`config.mk`:
```
export PLATFORM = sky130hd
export DESIGN_NAME = bsca_speed_ctrl
export DESIGN_NICKNAME = d
export VERILOG_FILES = /design/src/common/bsca_pkg.sv /design/src/common/bsca_lead_if.sv /design/src/bsca_speed_ctrl.sv /design/src/bsca_lead_calc.sv
export VERILOG_INCLUDE_DIRS = /design/src /design/src/common
export SDC_FILE = /design/constraint.sdc
export NUM_CORES = 1
export LEC_CHECK = 0
export ABC_AREA = 1
export BUFFER_PORTS_ARGS = -buffer_cell sky130_fd_sc_hd__buf_2
export CORE_MARGIN = 1
export CORE_UTILIZATION = 60
export DETAILED_ROUTE_END_ITERATION = 7
export GPL_ROUTABILITY_DRIVEN = 0
export GPL_TIMING_DRIVEN = 1
export HOLD_SLACK_MARGIN = 0.02
export PLACE_DENSITY = 0.78
export REMOVE_ABC_BUFFERS = 1
export SLEW_MARGIN = 20
export SYNTH_ARGS = -nofsm -noshare
export SYNTH_HDL_FRONTEND = slang
export SYNTH_SLANG_ARGS = --single-unit
```
`constraint.sdc`:
```
create_clock -name clk -period 7.4 [get_ports clk]
set_input_delay 0.37 -clock clk [delete_from_list [all_inputs] [get_ports clk]]
set_output_delay 0.37 -clock clk [all_outputs]
set_load 0.005 [all_outputs]
```
`src/common/bsca_defines.svh`:
```
`ifndef BSCA_DEFINES_SVH
`define BSCA_DEFINES_SVH

// register map of the serial command pair
`define BSCA_OFS_SPEED_LOW 8'h00
`define BSCA_OFS_SPEED_HIGH 8'h01
`define BSCA_RST_SPEED_LOW 8'h00
`define BSCA_RST_SPEED_HIGH 8'h00
`define BSCA_HIGH_CMD_BIT 0

// command scale shared by all three sources
`define BSCA_CMD_W 9
`define BSCA_CMD_MAX 9'h1FF

// clock and timing
`define BSCA_CLK_HZ 50000000
`define BSCA_PWM_OUT_BASE_HZ 25000
`define BSCA_PWM_OUT_DOUBLE_HZ 50000
`define BSCA_PWM_PER_BASE_CYC (`BSCA_CLK_HZ / `BSCA_PWM_OUT_BASE_HZ)
`define BSCA_PWM_PER_DOUBLE_CYC (`BSCA_CLK_HZ / `BSCA_PWM_OUT_DOUBLE_HZ)
`define BSCA_LEAD_STEP_PS 2500000
`define BSCA_LEAD_STEP_CYC ((`BSCA_LEAD_STEP_PS / 1000) * (`BSCA_CLK_HZ / 1000000) / 1000)
`define BSCA_PWM_IDLE_STOP_US 1000
`define BSCA_PWM_IDLE_STOP_CYC (`BSCA_PWM_IDLE_STOP_US * (`BSCA_CLK_HZ / 1000000))

// lead time code fields
`define BSCA_LEAD_MANT_LSB 0
`define BSCA_LEAD_MANT_W 4
`define BSCA_LEAD_EXP_LSB 4
`define BSCA_LEAD_EXP_W 3
`define BSCA_LEAD_CYC_W 18
`define BSCA_AMP_W 10

`endif

```
`src/common/bsca_pkg.sv`:
```
package bsca_pkg;

  // gray sequence idle -> run -> done
  typedef enum logic [1:0] {
    BSCA_DIV_IDLE = 2'b00,
    BSCA_DIV_RUN = 2'b01,
    BSCA_DIV_DONE = 2'b11
  } bsca_div_state_t;

  typedef enum logic [1:0] {
    BSCA_SRC_ANALOG = 2'b00,
    BSCA_SRC_PWM = 2'b01,
    BSCA_SRC_SERIAL = 2'b10
  } bsca_source_t;

endpackage : bsca_pkg

```
`src/common/bsca_lead_if.sv`:
```
`timescale 1ns/1ns
`default_nettype none
`include "bsca_defines.svh"

interface bsca_lead_if;
  logic [6:0] code;
  logic mode;
  logic [`BSCA_AMP_W-1:0] amp_phase;
  logic [`BSCA_AMP_W-1:0] amp_bemf;
  logic [`BSCA_LEAD_CYC_W-1:0] lead_cycles;
  logic lead_valid;

  modport user (output code, output mode, output amp_phase, output amp_bemf,
    input lead_cycles, input lead_valid);
  modport calc (input code, input mode, input amp_phase, input amp_bemf,
    output lead_cycles, output lead_valid);
endinterface : bsca_lead_if

`default_nettype wire

```
`src/bsca_speed_ctrl.sv`:
```
`timescale 1ns/1ns
`default_nettype none
`include "bsca_defines.svh"

module bsca_speed_ctrl
  import bsca_pkg::*;
#(
  parameter int ADC_W = 10,
  parameter int ADC_ZERO_SCALE = 64,
  parameter int ADC_FULL_SCALE = 960,
  parameter int PWM_WIN_LOG2 = 15,
  parameter int PWM_IDLE_STOP_CYC = `BSCA_PWM_IDLE_STOP_CYC,
  parameter int FB_W = 12
) (
  input wire logic clk,
  input wire logic resetn,
  input wire logic reg_wr,
  input wire logic [7:0] reg_addr,
  input wire logic [7:0] reg_wdata,
  output logic [7:0] reg_rdata,
  input wire logic input_source_select,
  input wire logic serial_command_select,
  input wire logic output_rate_double,
  input wire logic [1:0] loop_feedback_coefficient,
  input wire logic lead_mode_select,
  input wire logic [6:0] lead_time_code,
  input wire logic speed_pin,
  input wire logic [ADC_W-1:0] speed_level,
  input wire logic signed [FB_W-1:0] current_sample,
  input wire logic [`BSCA_AMP_W-1:0] phase_amplitude,
  input wire logic [`BSCA_AMP_W-1:0] bemf_amplitude,
  output logic [`BSCA_CMD_W-1:0] speed_command,
  output logic motor_stop,
  output logic phase_pwm,
  output logic signed [FB_W-1:0] current_filtered,
  output logic [`BSCA_LEAD_CYC_W-1:0] lead_cycles,
  output logic lead_valid
);
  localparam int PROD_W = ADC_W + `BSCA_CMD_W;
  localparam int IDLE_W = $clog2(PWM_IDLE_STOP_CYC + 1);
  localparam int PER_W = 11;
  localparam int DUTY_W = PER_W + `BSCA_CMD_W;
  localparam logic [ADC_W-1:0] ZS = ADC_W'(ADC_ZERO_SCALE);
  localparam logic [ADC_W-1:0] FS = ADC_W'(ADC_FULL_SCALE);
  localparam logic [PROD_W-1:0] SPAN = PROD_W'(ADC_FULL_SCALE - ADC_ZERO_SCALE);
  localparam logic [PER_W-1:0] PER_BASE = PER_W'(`BSCA_PWM_PER_BASE_CYC);
  localparam logic [PER_W-1:0] PER_DOUBLE = PER_W'(`BSCA_PWM_PER_DOUBLE_CYC);
  localparam logic [IDLE_W-1:0] IDLE_LIM = IDLE_W'(PWM_IDLE_STOP_CYC);

  generate
    if (ADC_FULL_SCALE <= ADC_ZERO_SCALE || ADC_FULL_SCALE >= (1 << ADC_W))
      $error("analog thresholds must satisfy zero < full < 2**ADC_W");
    if (PWM_WIN_LOG2 < `BSCA_CMD_W || PWM_WIN_LOG2 > 24)
      $error("PWM_WIN_LOG2 must be in 9..24");
    if (PWM_IDLE_STOP_CYC < 1)
      $error("PWM_IDLE_STOP_CYC must be at least 1");
    if (FB_W < 4)
      $error("FB_W must be at least 4");
    if (ADC_W < 2 || ADC_W > 16)
      $error("ADC_W must be in 2..16");
    if (`BSCA_PWM_PER_BASE_CYC >= (1 << PER_W))
      $error("phase PWM period does not fit its counter");
  endgenerate

  function automatic logic addr_hit(input logic [7:0] addr, input logic [7:0] ofs);
    addr_hit = (addr == ofs);
  endfunction : addr_hit

  function automatic bsca_source_t pick_source(input logic serial_sel, input logic pwm_sel);
    if (serial_sel)
      pick_source = BSCA_SRC_SERIAL;
    else if (pwm_sel)
      pick_source = BSCA_SRC_PWM;
    else
      pick_source = BSCA_SRC_ANALOG;
  endfunction : pick_source

  // serial registers
  logic [7:0] low_reg, low_next;
  logic high_stage_reg, high_stage_next;
  logic [`BSCA_CMD_W-1:0] serial_cmd_reg, serial_cmd_next;
  logic [7:0] rdata_reg, rdata_next;
  logic wr_high, wr_low;

  // decoded once, shared by staging and load
  assign wr_high = reg_wr && addr_hit(reg_addr, `BSCA_OFS_SPEED_HIGH);
  assign wr_low = reg_wr && addr_hit(reg_addr, `BSCA_OFS_SPEED_LOW);

  always_comb begin
    low_next = low_reg;
    high_stage_next = high_stage_reg;
    serial_cmd_next = serial_cmd_reg;
    // staged bit survives a low write, so a lone low write reuses it
    if (wr_high)
      high_stage_next = reg_wdata[`BSCA_HIGH_CMD_BIT];
    if (wr_low) begin
      low_next = reg_wdata;
      serial_cmd_next = {high_stage_reg, reg_wdata};
    end
    if (addr_hit(reg_addr, `BSCA_OFS_SPEED_LOW))
      rdata_next = low_reg;
    else if (addr_hit(reg_addr, `BSCA_OFS_SPEED_HIGH))
      rdata_next = {7'h00, high_stage_reg};
    else
      rdata_next = 8'h00;
  end

  always_ff @(posedge clk or negedge resetn) begin
    if (!resetn) begin
      low_reg <= `BSCA_RST_SPEED_LOW;
      high_stage_reg <= 1'b0;
      serial_cmd_reg <= '0;
      rdata_reg <= 8'h00;
    end else begin
      low_reg <= low_next;
      high_stage_reg <= high_stage_next;
      serial_cmd_reg <= serial_cmd_next;
      rdata_reg <= rdata_next;
    end
  end

  // analog path
  logic [`BSCA_CMD_W-1:0] analog_cmd_reg, analog_cmd_next;
  logic [PROD_W-1:0] analog_prod;

  always_comb begin
    analog_prod = PROD_W'(speed_level - ZS) * PROD_W'(`BSCA_CMD_MAX);
    if (speed_level > FS)
      analog_cmd_next = `BSCA_CMD_MAX;
    // truncation lands full scale exactly on the top code
    else if (speed_level >= ZS)
      analog_cmd_next = `BSCA_CMD_W'(analog_prod / SPAN);
    else
      analog_cmd_next = '0;
  end

  always_ff @(posedge clk or negedge resetn) begin
    if (!resetn) begin
      analog_cmd_reg <= '0;
    end else begin
      analog_cmd_reg <= analog_cmd_next;
    end
  end

  // pwm input path: duty measured over a fixed window, slow but glitch tolerant
  logic [PWM_WIN_LOG2-1:0] win_reg, win_next;
  logic [PWM_WIN_LOG2:0] high_reg, high_next;
  logic [`BSCA_CMD_W-1:0] pwm_cmd_reg, pwm_cmd_next;
  logic [IDLE_W-1:0] idle_reg, idle_next;
  logic [PWM_WIN_LOG2:0] high_total;
  logic [PWM_WIN_LOG2:0] duty_scaled;

  always_comb begin
    win_next = win_reg + 1'b1;
    high_total = high_reg + {{PWM_WIN_LOG2{1'b0}}, speed_pin};
    duty_scaled = high_total >> (PWM_WIN_LOG2 - `BSCA_CMD_W);
    high_next = high_total;
    pwm_cmd_next = pwm_cmd_reg;
    if (win_reg == '1) begin
      high_next = '0;
      // fully on lands one past the top code
      if (duty_scaled > (PWM_WIN_LOG2 + 1)'(`BSCA_CMD_MAX))
        pwm_cmd_next = `BSCA_CMD_MAX;
      else
        pwm_cmd_next = `BSCA_CMD_W'(duty_scaled);
    end
    // count saturates so a long stop never wraps back into a run
    if (speed_pin)
      idle_next = '0;
    else if (idle_reg != IDLE_LIM)
      idle_next = idle_reg + 1'b1;
    else
      idle_next = idle_reg;
  end

  always_ff @(posedge clk or negedge resetn) begin
    if (!resetn) begin
      win_reg <= '0;
      high_reg <= '0;
      pwm_cmd_reg <= '0;
      idle_reg <= '0;
    end else begin
      win_reg <= win_next;
      high_reg <= high_next;
      pwm_cmd_reg <= pwm_cmd_next;
      idle_reg <= idle_next;
    end
  end

  // source selection
  bsca_source_t src;
  logic pwm_idle;
  logic [`BSCA_CMD_W-1:0] cmd_reg, cmd_next;
  logic stop_reg, stop_next;

  always_comb begin
    pwm_idle = (idle_reg == IDLE_LIM);
    // serial select outranks the pin mode bit
    src = pick_source(serial_command_select, input_source_select);
    case (src)
      BSCA_SRC_SERIAL: cmd_next = serial_cmd_reg;
      BSCA_SRC_PWM: cmd_next = pwm_idle ? '0 : pwm_cmd_reg;
      BSCA_SRC_ANALOG: cmd_next = analog_cmd_reg;
      default: cmd_next = '0;
    endcase
    stop_next = (cmd_next == '0);
  end

  always_ff @(posedge clk or negedge resetn) begin
    if (!resetn) begin
      cmd_reg <= '0;
      stop_reg <= 1'b1;
    end else begin
      cmd_reg <= cmd_next;
      stop_reg <= stop_next;
    end
  end

  // phase pwm: duty = command / max of the period
  logic [PER_W-1:0] pcnt_reg, pcnt_next;
  logic [PER_W-1:0] period;
  logic pwm_out_reg, pwm_out_next;
  logic [DUTY_W-1:0] on_lhs, on_rhs;

  always_comb begin
    period = output_rate_double ? PER_DOUBLE : PER_BASE;
    pcnt_next = (pcnt_reg >= period - 1'b1) ? '0 : pcnt_reg + 1'b1;
    // cross-multiplied compare needs no divider per period
    on_lhs = DUTY_W'(pcnt_reg) * DUTY_W'(`BSCA_CMD_MAX);
    on_rhs = DUTY_W'(cmd_reg) * DUTY_W'(period);
    pwm_out_next = on_lhs < on_rhs;
  end

  always_ff @(posedge clk or negedge resetn) begin
    if (!resetn) begin
      pcnt_reg <= '0;
      pwm_out_reg <= 1'b0;
    end else begin
      pcnt_reg <= pcnt_next;
      pwm_out_reg <= pwm_out_next;
    end
  end

  // feedback attenuation: first-order smoothing, shift grows with coefficient
  logic signed [FB_W-1:0] fb_reg, fb_next;
  logic signed [FB_W:0] fb_diff;

  always_comb begin
    // coefficient 0 passes each sample straight through
    fb_diff = {current_sample[FB_W-1], current_sample} - {fb_reg[FB_W-1], fb_reg};
    fb_next = fb_reg + FB_W'(fb_diff >>> loop_feedback_coefficient);
  end

  always_ff @(posedge clk or negedge resetn) begin
    if (!resetn) begin
      fb_reg <= '0;
    end else begin
      fb_reg <= fb_next;
    end
  end

  // lead time
  // the divider's latency stays hidden behind the interface
  bsca_lead_if lead_bus ();

  assign lead_bus.code = lead_time_code;
  assign lead_bus.mode = lead_mode_select;
  assign lead_bus.amp_phase = phase_amplitude;
  assign lead_bus.amp_bemf = bemf_amplitude;

  bsca_lead_calc u_lead (
    .clk(clk),
    .resetn(resetn),
    .lead(lead_bus.calc)
  );

  assign reg_rdata = rdata_reg;
  assign speed_command = cmd_reg;
  assign motor_stop = stop_reg;
  assign phase_pwm = pwm_out_reg;
  assign current_filtered = fb_reg;
  assign lead_cycles = lead_bus.lead_cycles;
  assign lead_valid = lead_bus.lead_valid;
endmodule : bsca_speed_ctrl

`default_nettype wire

```
`src/bsca_lead_calc.sv`:
```
`timescale 1ns/1ns
`default_nettype none
`include "bsca_defines.svh"

module bsca_lead_calc
  import bsca_pkg::*;
(
  input wire logic clk,
  input wire logic resetn,
  bsca_lead_if.calc lead
);
  localparam int NUM_W = `BSCA_LEAD_CYC_W + `BSCA_AMP_W;
  localparam logic [`BSCA_LEAD_CYC_W-1:0] STEP = `BSCA_LEAD_CYC_W'(`BSCA_LEAD_STEP_CYC);

  logic [`BSCA_LEAD_CYC_W-1:0] base;
  logic [`BSCA_AMP_W-1:0] margin;
  bsca_div_state_t st_reg, st_next;
  logic [NUM_W-1:0] num_reg, num_next;
  logic [`BSCA_AMP_W:0] rem_reg, rem_next;
  logic [`BSCA_AMP_W-1:0] den_reg, den_next;
  logic [4:0] bit_reg, bit_next;
  logic [`BSCA_LEAD_CYC_W-1:0] out_reg, out_next;
  logic valid_reg, valid_next;
  logic [`BSCA_AMP_W:0] trial;

  // step times mantissa, shifted by exponent
  always_comb begin
    base = (STEP * `BSCA_LEAD_CYC_W'(lead.code[`BSCA_LEAD_MANT_LSB +: `BSCA_LEAD_MANT_W]))
      << lead.code[`BSCA_LEAD_EXP_LSB +: `BSCA_LEAD_EXP_W];
    margin = (lead.amp_bemf >= lead.amp_phase) ? '0 : lead.amp_phase - lead.amp_bemf;
  end

  always_comb begin
    st_next = st_reg;
    num_next = num_reg;
    rem_next = rem_reg;
    den_next = den_reg;
    bit_next = bit_reg;
    out_next = out_reg;
    valid_next = valid_reg;
    trial = {rem_reg[`BSCA_AMP_W-1:0], num_reg[NUM_W-1]};
    if (!lead.mode) begin
      out_next = base;
      valid_next = 1'b1;
      st_next = BSCA_DIV_IDLE;
    end else begin
      case (st_reg)
        BSCA_DIV_IDLE: begin
          num_next = NUM_W'(base) * NUM_W'(margin);
          den_next = lead.amp_phase;
          rem_next = '0;
          bit_next = 5'(NUM_W);
          st_next = BSCA_DIV_RUN;
        end
        BSCA_DIV_RUN: begin
          // restoring divide, one quotient bit per clock
          if (trial >= {1'b0, den_reg}) begin
            rem_next = trial - {1'b0, den_reg};
            num_next = {num_reg[NUM_W-2:0], 1'b1};
          end else begin
            rem_next = trial;
            num_next = {num_reg[NUM_W-2:0], 1'b0};
          end
          bit_next = bit_reg - 5'h01;
          if (bit_reg == 5'h01) st_next = BSCA_DIV_DONE;
        end
        BSCA_DIV_DONE: begin
          // zero amplitude gives no lead rather than a divide fault
          out_next = (den_reg == '0) ? '0 : num_reg[`BSCA_LEAD_CYC_W-1:0];
          valid_next = 1'b1;
          st_next = BSCA_DIV_IDLE;
        end
        default: st_next = BSCA_DIV_IDLE;
      endcase
    end
  end

  always_ff @(posedge clk or negedge resetn) begin
    if (!resetn) begin
      st_reg <= BSCA_DIV_IDLE;
      num_reg <= '0;
      rem_reg <= '0;
      den_reg <= '0;
      bit_reg <= '0;
      out_reg <= '0;
      valid_reg <= 1'b0;
    end else begin
      st_reg <= st_next;
      num_reg <= num_next;
      rem_reg <= rem_next;
      den_reg <= den_next;
      bit_reg <= bit_next;
      out_reg <= out_next;
      valid_reg <= valid_next;
    end
  end

  assign lead.lead_cycles = out_reg;
  assign lead.lead_valid = valid_reg;
endmodule : bsca_lead_calc

`default_nettype wire

```
[After elaboration in Yosys (flattened, before gate mapping)]
Cells that the tools add are included.
W data, S select, Z words.
Operators by class
  add/sub/neg operators: 11
  div/mod/pow operators: 1
  shift operators: 2
  $mul: 5
  equality and inequality tests: 11
  reduce and logical (&&, ||, !) cells: 11
  muxes and demuxes: 28
  magnitude comparators: 7
Operators with widths (number)
  $pmux W28 S2: 1
  $mux W18: 3
  $mux W16: 3
  $mux W9: 4
  $mul A18 B10 Y28: 1
  $pmux W9 S3: 1
  $mux W11: 2
  $lt A20 B20 Y1: 1
  $mul A11 B9 Y20 const B: 1
  $mul A9 B11 Y20: 1
  $mux W10: 2
  $pmux W10 S2: 1
  $sub A10 B10 Y10: 2
  $div A19 B10 Y19 const B: 1
  $mul A11 B10 Y19 const B: 1
  $shl A11 B3 Y18: 1
  $add A16 B1 Y16: 1
  $add A16 B1 Y16 const B: 1
  $eq A16 B16 Y1 const B: 1
  $ne A16 B16 Y1 const B: 1
  $add A15 B1 Y15 const B: 1
  $eq A15 B15 Y1 const B: 1
  $sshr A13 B2 Y12: 1
  $sub A12 B12 Y13: 1
  other kinds (30): 42
Storage, ports and cells
  register bits after elaboration: 199
  logic and storage cells: 97
  input bits: 75
  output and inout port bits: 50

[Logic depth before layout (Yosys ltp)]
  word-level depth: 5
  mapped depth: 61
  mapped depth without buffers: 61

[Hierarchy]
From an unflattened synthesis, not the netlist that was laid out.
Unflattened totals
  cell total of the unflattened synthesis: 3132
  area, all modules: 24868.9 um2
By module, submodules not included
  bsca_speed_ctrl: seq. area each 2929.1 um2, instances 1, area an instance 13701.9 um2, cells each 1658
  bsca_lead_calc: seq. area each 1851.8 um2, instances 1, area an instance 11167.0 um2, cells each 1474

[Least setup slack after synthesis]
OpenSTA, ideal clock, no wires.
  kind: input to register
  start: input lead_time_code[1]
  end: register u_lead.num_reg[26]
  arrival time: 8263 ps
  stages on the path: 41
  required time: 7313 ps
  path buffers: 0
  path slack: -950 ps
  setup time: 87 ps
  path through: fa_1 -> inv_1 -> fa_1 -> inv_1 -> ha_1 -> inv_1 -> o21bai_1 -> a21oi_1 -> o21bai_1 -> xor2_1 -> nor2_1 -> a31oi_1 -> o21ai_0 -> o21ai_0 -> inv_1 -> nand2_1 -> fa_1 -> inv_1 -> [... 5 more ...] -> nand2_1 -> o21ai_0 -> and2_1 -> nor2_1 -> o21ai_0 -> nand3_1 -> nand2_1 -> a21oi_1 -> o21ai_0 -> inv_1 -> o21ai_0 -> nand3_1 -> nand2_1 -> a21oi_1 -> nor2_1 -> nor2_1 -> xor2_1 -> o211ai_1
Between the ends
  longest elaborated chain between the ends: 4
Ends and longest elaborated chain
  from (decl): RTL line bsca_speed_ctrl.sv:26  | input wire logic [6:0] lead_time_code,
  $mul A7 B4 Y11: RTL line bsca_lead_calc.sv:28  | base = (STEP * `BSCA_LEAD_CYC_W'(lead.code[`BSCA_LEAD_MANT_LSB +: `BSCA_LEAD_MANT_W]))
  $shl A11 B3 Y18: RTL line bsca_lead_calc.sv:28
  $mul A18 B10 Y28: RTL line bsca_lead_calc.sv:49  | num_next = NUM_W'(base) * NUM_W'(margin);
  $pmux W28 S2: RTL line bsca_lead_calc.sv:47  | case (st_reg)
  to (signal assigned): RTL line bsca_lead_calc.sv:89  | num_reg <= num_next;
  to (decl): RTL line bsca_lead_calc.sv:18  | logic [NUM_W-1:0] num_reg, num_next;
No other way between the ends.
A chain may end at the register's enable or synchronous reset.

[Final worst setup path]
  start: input lead_time_code[3]
  end: register u_lead.num_reg[27]
Same word-level chain as after synthesis.

==> metrics.cfg <==
[worst_setup_path]
cpMaxStageDelayCell = fa_1
arrival_ns = 8.52
setup.worst_path.start = lead_time_code[3]
startpoint_type = input pin
endpoint = u_lead.num_reg[27]
path_common_cell = inv_2
timing.rr.end = phase_pwm
crit_type = in2reg
r2r_slack_ns = 1.53
cp.required_ns = 7.77
rr_worst_depth = 26
crit_path_max_incr_delay_ns = 0.61
crit_path_end_kind = flip-flop
worstPathMaxFanout = 3
worstReg2RegStart = pcnt_reg[5]

[logic_synthesis]
ys_types = 55
seq_area_frac_synth = 0.1992
synth_top_area_share = 0.2294
synth_area_leader_cell = fa_1
syn_area_per_cell_um2 = 8.095
async_reset_ff_frac = 1.000
syn-cell-area_um2 = 23990
ys_seq_elements = 191
yosys_most_used_dff = dfrtp_1
synth_edf_count = 0
syn_inst = 2964
yosys_warnings = 0
yosys-top-cells-area = fa_1, dfrtp_1, ha_1, inv_1, nand2_1

[cts]
numCtsBuffers = 17
clk_path_buf_depth = 2
clk_latency_ns = 0.45
cts-root-buf = clkbuf_16
cts_num_sinks = 191
path_clk_slew_ns = 0.07
cts_tree = yes
h-tree-depth = 4

[grt]
grt_pass1_vias = 22000
antenna_found_initial = 0
grt_overflow = 0
grt_pass1_wl_mm = 98.53
grt_max_degree = 114
grt.total_usage = 0.2929

[min_path]
hold_class = in2async

[final_layout]
final_common_cell = inv_1
drive_above_1_share = 0.1885
antenna_cells = 0
utilization = 0.7291
syn_to_final_growth_pct = 18.52
fillers = 2762
layout_common_cells = inv_1, nand2_1, fa_1
finalNetCount = 3942
stdcell_count = 3845
largest_reg_flops = 28

[floorplan]
die_area_um2 = 40790
initial_utilization = 0.6151
rows = 72
die_y_um = 202.0
io_pins = 125
die_w_um = 202.0
core_um2 = 39010

[timing]
hold-worst-slack_ns = -0.01310
rsz0062_at_grt = true
fmax_ghz = 0.1227
fin_ws_ns = -0.7469
skew_ns = 0.007326
worstMarginPinSlew_ns = 0.9737
report.final.slew_viol_count = 0
period_share = 1.101
slew_headroom = 0.3502
setup_viol = 8
tns_ns = -3.037
min_period_ns = 8.147
final_hold_viol_count = 4

[route]
via_per_inst = 5.391
first_pass_iters = 7
ant_nets = 0
initialDrtViolationCount = 1194
drc_errors = 0
routed_wl_mm = 59.34
num_vias = 20730
wl_per_cell_um = 15.43

[flow_run]
cap_violations = 0

[place]
dp_hpwl_mm = 46.70
portBuffers = 124
dp_cells = 3775

[run_status]
violations = negative hold slack, negative setup slack
status = complete, but fails checks

-- repair_timing --
action / CTS / global route
setup buffers: 32 / 24
pin swaps: 30 / 117
endpoints found under the setup margin: 9 / 17
gates resized for setup: 57 / 157
hold buffers: 0 / 0
cloned: 0 / 0
-- cells by family (layout without fill, tap and decap cells) --
kind of cell             Yosys count  count (layout)  synth area share
AO/OA/AOI/OAI                    371             371           0.08980
XOR/XNOR                         128             128           0.04672
adder cells (fa/ha/maj)          553             553            0.3744
buffers and inverters            715            1077            0.1122
flip-flops                       191             191            0.1992
multiplexers                       3               3          0.001304
other                              2               3         0.0003130
AND/OR/NAND/NOR                 1001            1001            0.1760
-- worst max-delay path, delay by kind of cell --
family | cells | cell delay, ns
AOI/OAI and AO/OA | 12 | 1.70
and+or+nand+nor | 16 | 1.33
xor gates and xnor gates | 1 | 0.18
buffers and inverters | 14 | 0.95
adders and majority gates | 9 | 3.98
-- final cells by class --
| type | instances | area [um2] | area share |
|---|---|---|---|
| Clock buffer | 21 | 470.5 | 0.01654 |
| Multi-Input combinational cell | 2059 | 17270 | 0.6073 |
| Inverter | 662 | 2485 | 0.08738 |
| Timing Repair Buffer | 383 | 2679 | 0.09420 |
| Sequential cell | 191 | 4781 | 0.1681 |
| Clock inverter | 11 | 103.9 | 0.003652 |
| Tap cell | 518 | 648.1 | 0.02279 |
-- worst min path at each step --
stage,start,to,depth (start not counted)
finish,resetn,u_lead.num_reg[25],1
global route,resetn,u_lead.num_reg[23],1
floorplan,resetn,analog_cmd_reg[0],0
CTS,resetn,u_lead.num_reg[27],1
global placement,win_reg[0],win_reg[0],1
detailed placement,win_reg[0],win_reg[0],1
-- stage by stage --
stage	area [um2]	hold WS [ns]	worst slack, ns
4_1_cts	27740	0.06569	-0.5993
2_1_floorplan	23790	0.07441	-0.9490
5_1_grt	28440	0.08551	-1.192
3_3_place_gp	26790	0.4351	-1.154
6_report	28440	-0.01310	-0.7469
3_5_place_dp	26790	0.4425	-1.378
-- cell usage after synthesis, drive strengths merged (3+ instances only) --
| library cell | n |
|---|---|
| a22oi | 10 |
| a221oi | 3 |
| o311ai | 5 |
| nand4 | 21 |
| o21bai | 19 |
| nor3b | 3 |
| a211oi | 3 |
| nand2 | 577 |
| a21o | 5 |
| a21oi | 125 |
| o21ai | 135 |
| o211ai | 20 |
| o31ai | 7 |
| nand3 | 98 |
| and2 | 5 |
| inv | 655 |
| o22ai | 7 |
| clkbuf | 52 |
| xnor2 | 41 |
| nor2 | 247 |
| dfrtp | 190 |
| nor4 | 10 |
| fa | 275 |
| nor3 | 27 |
| xor2 | 87 |
| clkinv | 7 |
| or2 | 8 |
| o221ai | 14 |
| ha | 278 |
| a31oi | 10 |
-- routing by layer --
layer / track usage / up-vias / routed length [um]
met4: 0.1158 / 0 / 2160
met5: 0 / - / 0
met3: 0.03080 / 169 / 2705
li1: - / 9889 / -
met2: 0.5279 / 613 / 30540
met1: 0.3583 / 10060 / 23940
Power is left out: the tool's default activity adds up to more than one toggle a clock period on the data nets, which glitch-free logic cannot reach.
